<file path="config.mk">
export PLATFORM = sky130hd
export DESIGN_NAME = sar_adc_control_sequencer
export DESIGN_NICKNAME = d
export VERILOG_FILES = /design/src/common/sar_pkg.sv /design/src/common/result_buf_if.sv /design/src/hw/sar_adc_control_sequencer.sv /design/src/hw/result_buffer.sv
export SDC_FILE = /design/constraint.sdc
export NUM_CORES = 1
export LEC_CHECK = 0
export ABC_CLOCK_PERIOD_IN_PS = 3100
export BUFFER_PORTS_ARGS = -buffer_cell sky130_fd_sc_hd__buf_2
export CAP_MARGIN = 20
export CORE_UTILIZATION = 59
export DETAILED_ROUTE_END_ITERATION = 6
export GPL_TIMING_DRIVEN = 0
export PLACE_DENSITY = 0.82
export REMOVE_ABC_BUFFERS = 1
export SLEW_MARGIN = 15
export SYNTH_ARGS = -nofsm -noshare
export SYNTH_HDL_FRONTEND = slang
export SYNTH_SLANG_ARGS = --single-unit
</file>
<file path="constraint.sdc">
create_clock -name i_ref_clk -period 3.1 [get_ports i_ref_clk]
set_input_delay 0.465 -clock i_ref_clk [delete_from_list [all_inputs] [get_ports i_ref_clk]]
set_output_delay 0.465 -clock i_ref_clk [all_outputs]
set_load 0.005 [all_outputs]
</file>
<file path="src/common/sar_pkg.sv">
// Shared constants and types for the converter control sequencer
package sar_pkg;
  localparam int RES_W    = 13;
  localparam int SIGN_BIT = 12;
  localparam int MSB_BIT  = 11;
  localparam int CNT_W    = 11;
  localparam int BIT_W    = 4;

  // Durations in clock periods of the 10 MHz reference clock
  localparam int CAL_PERIODS        = 1396;
  localparam int CAL_OFFSET_PERIODS = 64;
  localparam int AZ_PERIODS         = 26;
  localparam int SAMPLE_PERIODS     = 7;
  localparam int CYC_PER_PERIOD     = 1;
  localparam int CAL_CYC            = CAL_PERIODS * CYC_PER_PERIOD;
  localparam int CAL_OFFSET_CYC     = CAL_OFFSET_PERIODS * CYC_PER_PERIOD;
  localparam int AZ_CYC             = AZ_PERIODS * CYC_PER_PERIOD;
  localparam int SAMPLE_CYC         = SAMPLE_PERIODS * CYC_PER_PERIOD;

  // Down-counter loads; the last calibration cycle is the store cycle
  localparam logic [CNT_W-1:0] CAL_OFFSET_LOAD = CNT_W'(CAL_OFFSET_CYC - 1);
  localparam logic [CNT_W-1:0] CAL_LADDER_LOAD = CNT_W'(CAL_CYC - CAL_OFFSET_CYC - 2);
  localparam logic [CNT_W-1:0] AZ_LOAD         = CNT_W'(AZ_CYC - 1);
  localparam logic [CNT_W-1:0] SAMPLE_LOAD     = CNT_W'(SAMPLE_CYC - 1);
  localparam logic [CNT_W-1:0] CNT_ZERO        = 11'h000;
  localparam logic [BIT_W-1:0] SIGN_IDX        = BIT_W'(SIGN_BIT);
  localparam logic [BIT_W-1:0] MSB_IDX         = BIT_W'(MSB_BIT);
  localparam logic [BIT_W-1:0] BIT_ZERO        = 4'h0;

  // Synchroniser vector positions and idle level of the host pins
  localparam int PIN_CS  = 0;
  localparam int PIN_RD  = 1;
  localparam int PIN_WR  = 2;
  localparam int PIN_CAL = 3;
  localparam int PIN_AZ  = 4;
  localparam int PIN_N   = 5;
  localparam logic [PIN_N-1:0] PIN_IDLE = 5'h1F;

  localparam logic [RES_W-1:0] RES_ZERO     = 13'h0000;
  localparam logic [RES_W-1:0] RES_ALL      = 13'h1FFF;
  localparam logic [RES_W-1:0] TEST_OE_MASK = 13'h006C;

  typedef enum logic [3:0] {
    ST_IDLE,
    ST_CAL_OFFSET,
    ST_CAL_LADDER,
    ST_CAL_STORE,
    ST_AUTOZERO,
    ST_SAMPLE,
    ST_SIGN,
    ST_BITS,
    ST_STORE
  } seq_state_e;
endpackage

</file>
<file path="src/common/result_buf_if.sv">
// Push and pop handshake between the sequencer and its result buffer
`timescale 1ns/1ps
interface result_buf_if #(
  parameter int W = sar_pkg::RES_W
);
  logic         push_valid;
  logic         push_ready;
  logic [W-1:0] push_data;
  logic         pop_valid;
  logic         pop_ready;
  logic [W-1:0] pop_data;

  modport store (
    input  push_valid,
    input  push_data,
    input  pop_ready,
    output push_ready,
    output pop_valid,
    output pop_data
  );
  modport user (
    output push_valid,
    output push_data,
    output pop_ready,
    input  push_ready,
    input  pop_valid,
    input  pop_data
  );
endinterface

</file>
<file path="src/hw/sar_adc_control_sequencer.sv">
// Control sequencer for a sign-plus-12-bit successive approximation converter
`timescale 1ns/1ps
module sar_adc_control_sequencer #(
  parameter int BUF_DEPTH = 2
) (
  // Clock, reset, enable
  input  wire logic                      i_ref_clk,
  input  wire logic                      i_nrst,
  input  wire logic                      i_ce,
  // Host control pins
  input  wire logic                      i_chip_sel_n,
  input  wire logic                      i_rd_n,
  input  wire logic                      i_wr_n,
  input  wire logic                      i_cal_n,
  input  wire logic                      i_offset_null_select_n,
  // Host status and result pins
  output logic                           o_eoc,
  output logic                           o_int_n,
  output logic [sar_pkg::RES_W-1:0]      o_result_bus,
  output logic [sar_pkg::RES_W-1:0]      o_result_bus_oe,
  // Analog front end
  input  wire logic                      i_comp_above,
  output logic [sar_pkg::RES_W-1:0]      o_dac_code,
  output logic                           o_sample_en,
  output logic                           o_offset_null_active,
  output logic                           o_cal_offset_phase,
  output logic                           o_cal_ladder_phase,
  output logic                           o_cal_store
);
  logic [1:0]                      rst_pipe_reg;
  logic                            rst_sync_n;
  logic [sar_pkg::PIN_N-1:0]       pin_raw;
  logic [sar_pkg::PIN_N-1:0]       sync1_reg;
  logic [sar_pkg::PIN_N-1:0]       sync2_reg;
  logic [sar_pkg::PIN_N-1:0]       sync3_reg;
  logic [sar_pkg::PIN_N-1:0]       agree;
  logic [sar_pkg::PIN_N-1:0]       pin_f_reg;
  logic [sar_pkg::PIN_N-1:0]       pin_prev_reg;
  logic                            cs_low;
  logic                            read_active;
  logic                            read_prev_reg;
  logic                            read_end;
  logic                            conv_start;
  logic                            cal_start;
  logic                            test_mode;
  logic                            in_cal;
  sar_pkg::seq_state_e             state_reg;
  sar_pkg::seq_state_e             state_next;
  logic [sar_pkg::CNT_W-1:0]       cnt_reg;
  logic [sar_pkg::CNT_W-1:0]       cnt_next;
  logic [sar_pkg::BIT_W-1:0]       bit_reg;
  logic [sar_pkg::BIT_W-1:0]       bit_next;
  logic [sar_pkg::RES_W-1:0]       successive_approx_reg;
  logic [sar_pkg::RES_W-1:0]       sar_next;
  logic                            eoc_reg;
  logic                            int_n_reg;
  logic [sar_pkg::RES_W-1:0]       latch_reg;
  logic                            latch_empty_reg;
  logic                            latch_load;
  logic [sar_pkg::CNT_W-1:0]       cal_len_reg;

  result_buf_if #(.W(sar_pkg::RES_W)) rbuf ();

  function automatic logic is_cal(input sar_pkg::seq_state_e s);
    return (s == sar_pkg::ST_CAL_OFFSET) || (s == sar_pkg::ST_CAL_LADDER)
        || (s == sar_pkg::ST_CAL_STORE);
  endfunction

  function automatic logic is_busy(input sar_pkg::seq_state_e s);
    return is_cal(s) || (s == sar_pkg::ST_SIGN) || (s == sar_pkg::ST_BITS)
        || (s == sar_pkg::ST_STORE);
  endfunction

  // Decide bit k from the comparator and trial-set the bit below it
  function automatic logic [sar_pkg::RES_W-1:0] trial_step(
    input logic [sar_pkg::RES_W-1:0] code,
    input logic [sar_pkg::BIT_W-1:0] k,
    input logic                      keep
  );
    logic [sar_pkg::RES_W-1:0] r;
    r    = code;
    r[k] = keep;
    if (k != sar_pkg::BIT_ZERO)
    begin
      r[k - 1'b1] = 1'b1;
    end
    return r;
  endfunction

  // Reset release through two flops
  always_ff @(posedge i_ref_clk or negedge i_nrst)
  begin
    if (!i_nrst)
    begin
      rst_pipe_reg <= 2'h0;
    end
    else
    begin
      rst_pipe_reg <= {rst_pipe_reg[0], 1'b1};
    end
  end
  assign rst_sync_n = rst_pipe_reg[1];

  assign pin_raw = {i_offset_null_select_n, i_cal_n, i_wr_n, i_rd_n, i_chip_sel_n};
  always_ff @(posedge i_ref_clk or negedge rst_sync_n)
  begin
    if (!rst_sync_n)
    begin
      sync1_reg <= sar_pkg::PIN_IDLE;
      sync2_reg <= sar_pkg::PIN_IDLE;
      sync3_reg <= sar_pkg::PIN_IDLE;
    end
    else if (i_ce)
    begin
      sync1_reg <= pin_raw;
      sync2_reg <= sync1_reg;
      sync3_reg <= sync2_reg;
    end
  end

  // accept a change once stages two and three agree
  assign agree = ~(sync2_reg ^ sync3_reg);
  always_ff @(posedge i_ref_clk or negedge rst_sync_n)
  begin
    if (!rst_sync_n)
    begin
      pin_f_reg     <= sar_pkg::PIN_IDLE;
      pin_prev_reg  <= sar_pkg::PIN_IDLE;
      read_prev_reg <= 1'b0;
    end
    else if (i_ce)
    begin
      pin_f_reg     <= (agree & sync3_reg) | (~agree & pin_f_reg);
      pin_prev_reg  <= pin_f_reg;
      read_prev_reg <= read_active;
    end
  end

  assign cs_low      = !pin_f_reg[sar_pkg::PIN_CS];
  assign read_active = cs_low && !pin_f_reg[sar_pkg::PIN_RD];
  assign read_end    = read_prev_reg && !read_active;
  assign in_cal      = is_cal(state_reg);
  // start on write rising edge; ignored during calibration
  assign conv_start  = pin_f_reg[sar_pkg::PIN_WR] && !pin_prev_reg[sar_pkg::PIN_WR]
                    && cs_low && !in_cal;
  assign cal_start   = !pin_f_reg[sar_pkg::PIN_CAL] && pin_prev_reg[sar_pkg::PIN_CAL]
                    && !in_cal;
  assign test_mode   = cs_low && pin_f_reg[sar_pkg::PIN_RD] && !pin_f_reg[sar_pkg::PIN_CAL];

  always_comb
  begin
    state_next = state_reg;
    cnt_next   = cnt_reg;
    bit_next   = bit_reg;
    sar_next   = successive_approx_reg;
    if (cal_start)
    begin
      state_next = sar_pkg::ST_CAL_OFFSET;
      cnt_next   = sar_pkg::CAL_OFFSET_LOAD;
    end
    // a new start abandons any conversion that was running
    else if (conv_start)
    begin
      sar_next = sar_pkg::RES_ZERO;
      // optional offset-null cycle ahead of sampling
      if (!pin_f_reg[sar_pkg::PIN_AZ])
      begin
        state_next = sar_pkg::ST_AUTOZERO;
        cnt_next   = sar_pkg::AZ_LOAD;
      end
      else
      begin
        state_next = sar_pkg::ST_SAMPLE;
        cnt_next   = sar_pkg::SAMPLE_LOAD;
      end
    end
    else
    begin
      case (state_reg)
        sar_pkg::ST_IDLE:
        begin
          state_next = sar_pkg::ST_IDLE;
        end
        // offset phase, then ladder phase, then store
        sar_pkg::ST_CAL_OFFSET:
        begin
          cnt_next = cnt_reg - 1'b1;
          if (cnt_reg == sar_pkg::CNT_ZERO)
          begin
            state_next = sar_pkg::ST_CAL_LADDER;
            cnt_next   = sar_pkg::CAL_LADDER_LOAD;
          end
        end
        sar_pkg::ST_CAL_LADDER:
        begin
          cnt_next = cnt_reg - 1'b1;
          if (cnt_reg == sar_pkg::CNT_ZERO)
          begin
            state_next = sar_pkg::ST_CAL_STORE;
          end
        end
        sar_pkg::ST_CAL_STORE:
        begin
          state_next = sar_pkg::ST_IDLE;
        end
        sar_pkg::ST_AUTOZERO:
        begin
          cnt_next = cnt_reg - 1'b1;
          if (cnt_reg == sar_pkg::CNT_ZERO)
          begin
            state_next = sar_pkg::ST_SAMPLE;
            cnt_next   = sar_pkg::SAMPLE_LOAD;
          end
        end
        // seven cycles after the synchronised edge or after the offset-null cycle; pin jitter
        sar_pkg::ST_SAMPLE:
        begin
          cnt_next = cnt_reg - 1'b1;
          if (cnt_reg == sar_pkg::CNT_ZERO)
          begin
            state_next = sar_pkg::ST_SIGN;
          end
        end
        // compare with ground, sign high for negative
        sar_pkg::ST_SIGN:
        begin
          sar_next   = trial_step(successive_approx_reg, sar_pkg::SIGN_IDX, !i_comp_above);
          bit_next   = sar_pkg::MSB_IDX;
          state_next = sar_pkg::ST_BITS;
        end
        // keep each trial bit only if the input is above
        sar_pkg::ST_BITS:
        begin
          sar_next = trial_step(successive_approx_reg, bit_reg, i_comp_above);
          bit_next = bit_reg - 1'b1;
          if (bit_reg == sar_pkg::BIT_ZERO)
          begin
            state_next = sar_pkg::ST_STORE;
          end
        end
        // hold the result until the buffer accepts it
        sar_pkg::ST_STORE:
        begin
          if (rbuf.push_ready)
          begin
            state_next = sar_pkg::ST_IDLE;
          end
        end
        default:
        begin
          state_next = sar_pkg::ST_IDLE;
        end
      endcase
    end
  end

  // reset lands in the first calibration phase
  always_ff @(posedge i_ref_clk or negedge rst_sync_n)
  begin
    if (!rst_sync_n)
    begin
      state_reg             <= sar_pkg::ST_CAL_OFFSET;
      cnt_reg               <= sar_pkg::CAL_OFFSET_LOAD;
      bit_reg               <= sar_pkg::MSB_IDX;
      successive_approx_reg <= sar_pkg::RES_ZERO;
    end
    else if (i_ce)
    begin
      state_reg             <= state_next;
      cnt_reg               <= cnt_next;
      bit_reg               <= bit_next;
      successive_approx_reg <= sar_next;
    end
  end

  // end-of-conversion low while calibrating or approximating
  always_ff @(posedge i_ref_clk or negedge rst_sync_n)
  begin
    if (!rst_sync_n)
    begin
      eoc_reg <= 1'b0;
    end
    else if (i_ce)
    begin
      eoc_reg <= !is_busy(state_next);
    end
  end

  result_buffer #(
    .W     (sar_pkg::RES_W),
    .DEPTH (BUF_DEPTH)
  ) u_result_buffer (
    .i_clk   (i_ref_clk),
    .i_rst_n (rst_sync_n),
    .i_ce    (i_ce),
    .rb      (rbuf)
  );

  assign rbuf.push_valid = (state_reg == sar_pkg::ST_STORE);
  assign rbuf.push_data  = successive_approx_reg;
  assign rbuf.pop_ready  = latch_empty_reg;
  assign latch_load      = rbuf.pop_valid && latch_empty_reg;

  // Output latch refills from the buffer once the host finishes a read
  always_ff @(posedge i_ref_clk or negedge rst_sync_n)
  begin
    if (!rst_sync_n)
    begin
      latch_reg       <= sar_pkg::RES_ZERO;
      latch_empty_reg <= 1'b1;
    end
    else if (i_ce)
    begin
      if (latch_load)
      begin
        latch_reg       <= rbuf.pop_data;
        latch_empty_reg <= 1'b0;
      end
      else if (read_end)
      begin
        latch_empty_reg <= 1'b1;
      end
    end
  end

  // new result sets interrupt; clears, set wins
  always_ff @(posedge i_ref_clk or negedge rst_sync_n)
  begin
    if (!rst_sync_n)
    begin
      int_n_reg <= 1'b1;
    end
    else if (i_ce)
    begin
      if (latch_load)
      begin
        int_n_reg <= 1'b0;
      end
      else if (read_active || conv_start || cal_start)
      begin
        int_n_reg <= 1'b1;
      end
    end
  end

  // Calibration length monitor
  always_ff @(posedge i_ref_clk or negedge rst_sync_n)
  begin
    if (!rst_sync_n)
    begin
      cal_len_reg <= sar_pkg::CNT_ZERO;
    end
    else if (i_ce)
    begin
      cal_len_reg <= in_cal ? cal_len_reg + 1'b1 : sar_pkg::CNT_ZERO;
    end
  end

  // two's complement word straight from the latch
  assign o_result_bus = latch_reg;
  // read drives all bits; test mode drives four bits
  assign o_result_bus_oe = read_active ? sar_pkg::RES_ALL
                         : test_mode   ? sar_pkg::TEST_OE_MASK
                         : sar_pkg::RES_ZERO;
  assign o_eoc                = eoc_reg;
  assign o_int_n              = int_n_reg;
  assign o_dac_code           = successive_approx_reg;
  assign o_sample_en          = (state_reg == sar_pkg::ST_SAMPLE);
  assign o_offset_null_active = (state_reg == sar_pkg::ST_AUTOZERO);
  assign o_cal_offset_phase   = (state_reg == sar_pkg::ST_CAL_OFFSET);
  assign o_cal_ladder_phase   = (state_reg == sar_pkg::ST_CAL_LADDER);
  assign o_cal_store          = (state_reg == sar_pkg::ST_CAL_STORE);
endmodule

</file>
<file path="src/hw/result_buffer.sv">
// Small ring buffer for finished conversion results
`timescale 1ns/1ps
module result_buffer #(
  parameter int W     = sar_pkg::RES_W,
  parameter int DEPTH = 2
) (
  // Clock, reset, enable
  input  wire logic   i_clk,
  input  wire logic   i_rst_n,
  input  wire logic   i_ce,
  // Push and pop sides
  result_buf_if.store rb
);
  localparam int              AW   = (DEPTH > 1) ? $clog2(DEPTH) : 1;
  localparam logic [AW:0]     FULL = (AW + 1)'(DEPTH);
  localparam logic [AW-1:0]   LAST = AW'(DEPTH - 1);

  logic [W-1:0]  mem [DEPTH];
  logic [AW-1:0] wr_ptr_reg;
  logic [AW-1:0] rd_ptr_reg;
  logic [AW:0]   count_reg;
  logic          push;
  logic          pop;

  function automatic logic [AW-1:0] ptr_inc(input logic [AW-1:0] p);
    return (p == LAST) ? '0 : p + 1'b1;
  endfunction

  assign rb.push_ready = (count_reg != FULL);
  assign rb.pop_valid  = (count_reg != '0);
  assign rb.pop_data   = mem[rd_ptr_reg];
  assign push          = rb.push_valid && rb.push_ready;
  assign pop           = rb.pop_valid && rb.pop_ready;

  always_ff @(posedge i_clk)
  begin
    if (i_ce && push)
    begin
      mem[wr_ptr_reg] <= rb.push_data;
    end
  end

  always_ff @(posedge i_clk or negedge i_rst_n)
  begin
    if (!i_rst_n)
    begin
      wr_ptr_reg <= '0;
      rd_ptr_reg <= '0;
    end
    else if (i_ce)
    begin
      if (push)
      begin
        wr_ptr_reg <= ptr_inc(wr_ptr_reg);
      end
      if (pop)
      begin
        rd_ptr_reg <= ptr_inc(rd_ptr_reg);
      end
    end
  end

  always_ff @(posedge i_clk or negedge i_rst_n)
  begin
    if (!i_rst_n)
    begin
      count_reg <= '0;
    end
    else if (i_ce)
    begin
      case ({push, pop})
        2'b10:   count_reg <= count_reg + 1'b1;
        2'b01:   count_reg <= count_reg - 1'b1;
        default: count_reg <= count_reg;
      endcase
    end
  end
endmodule

</file>
==> results.md <==
- Status: finished clean
- IO Count: 55
- Crit path depth: 5
- CP required: 3.39 ns
- Total routed wirelength: 10400 µm
- Initial Util: 62.0%
- Total number of vias: 3890
- Slowest-stage cell, CP: dfrtp_1
- Die height: 95.9 µm
- GRT Total Usage: 24.5%
- Final setup TNS: 0 ns
- Overflow after GRT: 0
- Async set-or-reset flop fraction in the synthesized netlist: 74.8%
- Initial antenna violation count: 0
- DP Wirelength: 6960 µm
- Via density: 6.09
- Max reg flops: 26
- Power per cell area: 732 nW/µm²
- Fin. Hold Viols: 0
- Clock share of power: 20.7%
- Slowest stage delay, CP: 0.56 ns
- Yosys reg bits: 103
- Layout cells sized above 1: 25.3%
- Min Tclk post-route: 2.66 ns
- Nets: 545
- Clock root cell: clkbuf_8
- Die X: 95.9 µm
- Post-synth top flop: dfrtp_1
- P_int: 0.00264 W
- Critical path's top delay family: compound AO/OA/AOI/OAI gates
- Vias in the first global route: 3532
- GP Congestion: 0.901
- Final Core Density: 67.2%
- Crit path from: state_reg[2]$_DFFE_PN0P_
- Mapped Cells: 506
- Synth cell types: 69
- CP Data Arrival Time: 2.95 ns
- Largest net degree at the start of global routing: 55
- Worst slew pin tran: 0.916 ns
- Register share of total power: 50.0%
- H-tree levels: 3
- Clk Latency, worst-skew pair: 0.38 ns
- Max clock buf depth: 2
- Leakage power: 2.46 nW
- RR Endpoint: bit_reg[3]$_DFFE_PN1P_
- RR Startpoint: state_reg[2]$_DFFE_PN0P_
- Crit end category: flop
- Kind of critical path: flop to flop
- Total CTS buffers: 9
- Largest Register: u_result_buffer.mem
- TritonCTS clock tree: yes
- Critical path launch point type: flop
- Ant. Diodes: 0
- DRT Pass-1 Iters: 5
- Post-synthesis cell area: 5200 µm²
- Avg Cell Area, Syn: 10.3 µm²
- # port buffers: 54
- Tcrit/Tclk final: 85.9%
- Max_slew headroom: 38.7%
- Core ar.: 8380 µm²
- Max-slew violations: 0
- Area of the die: 9190 µm²
- R2R setup slack: 0.44 ns
- DR iter-0 viols: 498
- Global-route wire length before repair: 17300 µm
- Clock Sinks: 103
- Skew final: 0.0159 ns
- P_sw: 0.00148 W
- Worst-path maximum fanout: 15
- Synth-to-Final Area Change: 8.28%
- R2r worst-path depth: 5
- FP Rows: 33
- Filler cells: 673
- CTS clk-pin slew, worst paths: 0.12 ns
- WP buf/inv: 0
- DRC Markers: 0
- Synth Warn #: 0
- Sequential area share after synthesis: 52.9%
- HP Class: flop to asynchronous set/reset pin
- WL per Instance: 16.2 µm
- VDD IR-drop max: 337 µV
- Post-synth EDFFs: 26
- Net Sw Frac: 36.0%
- Final Setup Violations: 0
- RSZ-0062 raised after global routing: false
- Capture point of the critical path: bit_reg[3]$_DFFE_PN1P_
- CP Cell Sequence: or2_2 > o21ai_2 > nand4_1 > o41ai_1 > o31ai_1
- Max-Cap Viols: 0
- Routed Antenna Nets: 0
- Gate power share: 29.3%
- Fmax: 375 MHz
==> worst register-to-register path: stages (launching register included) <==
cell     delay, ns
dfrtp_1       0.56
or2_2         0.43
o21ai_2       0.42
nand4_1       0.53
o41ai_1       0.49
o31ai_1       0.15
==> cell families (layout without fill, tap and decap cells) <==
| group | Yosys count | after routing | share of synthesized area [%] |
|---|---|---|---|
| adders and majority gates | 7 | 7 | 1.68 |
| other | 1 | 1 | 0.0721 |
| DFF | 103 | 103 | 52.9 |
| buffers and inverters | 68 | 96 | 6.02 |
| muxes | 29 | 29 | 5.90 |
| AOI/OAI and AO/OA | 142 | 142 | 17.9 |
| and+or+nand+nor | 148 | 148 | 14.2 |
| xor gates and xnor gates | 8 | 8 | 1.35 |
==> what timing repair did <==
item	CTS	global route
setup buffers	0	0
hold buffers	1	0
endpoints found under the hold margin	2	0
endpoints found under the setup margin	0	13
resized for setup	0	1
==> cell usage after synthesis, types with 4 or more instances <==
| library cell | count | area (µm²) |
|---|---|---|
| xnor2_1 | 5 | 43.8 |
| a221oi_1 | 4 | 35.0 |
| o21a_1 | 5 | 37.5 |
| a2bb2oi_1 | 5 | 43.8 |
| nor2b_1 | 4 | 25.0 |
| clkbuf_1 | 22 | 82.6 |
| inv_1 | 24 | 90.1 |
| o22ai_1 | 7 | 43.8 |
| nor2_1 | 41 | 154 |
| a22o_1 | 4 | 35.0 |
| buf_4 | 12 | 90.1 |
| ha_1 | 7 | 87.6 |
| nor3_1 | 7 | 35.0 |
| o31ai_1 | 7 | 52.6 |
| dfstp_2 | 34 | 893 |
| nand3_1 | 8 | 40.0 |
| nand2_1 | 49 | 184 |
| or2_2 | 4 | 25.0 |
| dfrtp_1 | 43 | 1080 |
| mux2_2 | 13 | 146 |
| edfxtp_1 | 26 | 781 |
| mux2i_1 | 16 | 160 |
| a21oi_1 | 25 | 125 |
| o21ai_0 | 46 | 230 |
| and3_1 | 5 | 31.3 |
| buf_1 | 5 | 18.8 |
| a31oi_1 | 8 | 50.1 |
| nand2b_1 | 8 | 50.1 |
==> per-stage QoR <==
step                      area (µm²)  hold slack (ns)  setup slack (ns)  total power [W]  instances
after floorplan                 4980            0.169             0.660          0.00282        462
after global placement          5380            0.250           0.00184          0.00321        621
after detailed placement        5410            0.237             0.212          0.00329        622
after CTS                       5630            0.249             0.171          0.00414        639
after global routing            5630            0.268             0.182          0.00441        639
final                           5630            0.232             0.436          0.00412        639
==> layer usage <==
layer	vias up	track usage [%]	part of all wire [%]
met4	0	6.97	1.3
met3	14	5.13	4.3
met1	1896	33.2	44
met2	127	40.1	50
li1	1853	-	-
met5	-	0	0
==> cells in the final DEF (no fill, tap or decap), types with 4 or more instances in the layout <==
cell type	Yosys	final
a21oi_1	25	25
a221oi_1	4	4
a22o_1	4	4
a2bb2oi_1	5	5
a31oi_1	8	8
and3_1	5	5
buf_2	3	54
clkbuf_8	0	9
dfrtp_1	43	42
dfstp_2	34	34
edfxtp_1	26	26
ha_1	7	7
inv_1	24	24
mux2_2	13	13
mux2i_1	16	16
nand2_1	49	49
nand2b_1	8	8
nand3_1	8	8
nor2_1	41	40
nor2b_1	4	4
nor3_1	7	7
o21a_1	5	5
o21ai_0	46	46
o22ai_1	7	7
o31ai_1	7	7
or2_2	4	4
xnor2_1	5	5
==> power groups by stage <==
stage | Clock, W | Sequential [W] | Combinational (W)
final | 0.000851 | 0.00206 | 0.00121
after detailed placement | 0 | 0.00208 | 0.00120
after global placement | 0 | 0.00207 | 0.00114
after CTS | 0.000867 | 0.00206 | 0.00121
after global routing | 0.000928 | 0.00212 | 0.00136
after floorplan | 0 | 0.00203 | 0.000791
==> layout make-up <==
class / count / area [µm²] / share of cell area, %
repair buffers: 56 / 308 / 5.47
flip-flops and latches: 103 / 2750 / 48.9
well taps: 105 / 131 / 2.33
clock inverters: 7 / 83.8 / 1.49
clock buffers: 9 / 124 / 2.20
inverters: 24 / 90.1 / 1.60
multi-input cells: 335 / 2140 / 38.0
==> worst min path at each step <==
| stage | to | slack (ns) | cells past startpoint | startpoint |
|---|---|---|---|---|
| 5_1_grt | o_result_bus[6]$_DFFE_PN0P_ | 0.27 | 0 | rst_pipe_reg[1]$_DFF_PN0_ |
| 4_1_cts | bit_reg[2]$_DFFE_PN0P_ | 0.25 | 0 | rst_pipe_reg[1]$_DFF_PN0_ |
| 6_report | o_result_bus[6]$_DFFE_PN0P_ | 0.23 | 0 | rst_pipe_reg[1]$_DFF_PN0_ |
| 3_5_place_dp | bit_reg[2]$_DFFE_PN0P_ | 0.24 | 0 | rst_pipe_reg[1]$_DFF_PN0_ |
| 2_1_floorplan | rst_pipe_reg[0]$_DFF_PN0_ | 0.17 | 0 | i_nrst |
| 3_3_place_gp | rst_pipe_reg[0]$_DFF_PN0_ | 0.25 | 1 | i_nrst |
No activity file was read; power rests on OpenSTA's default activity.
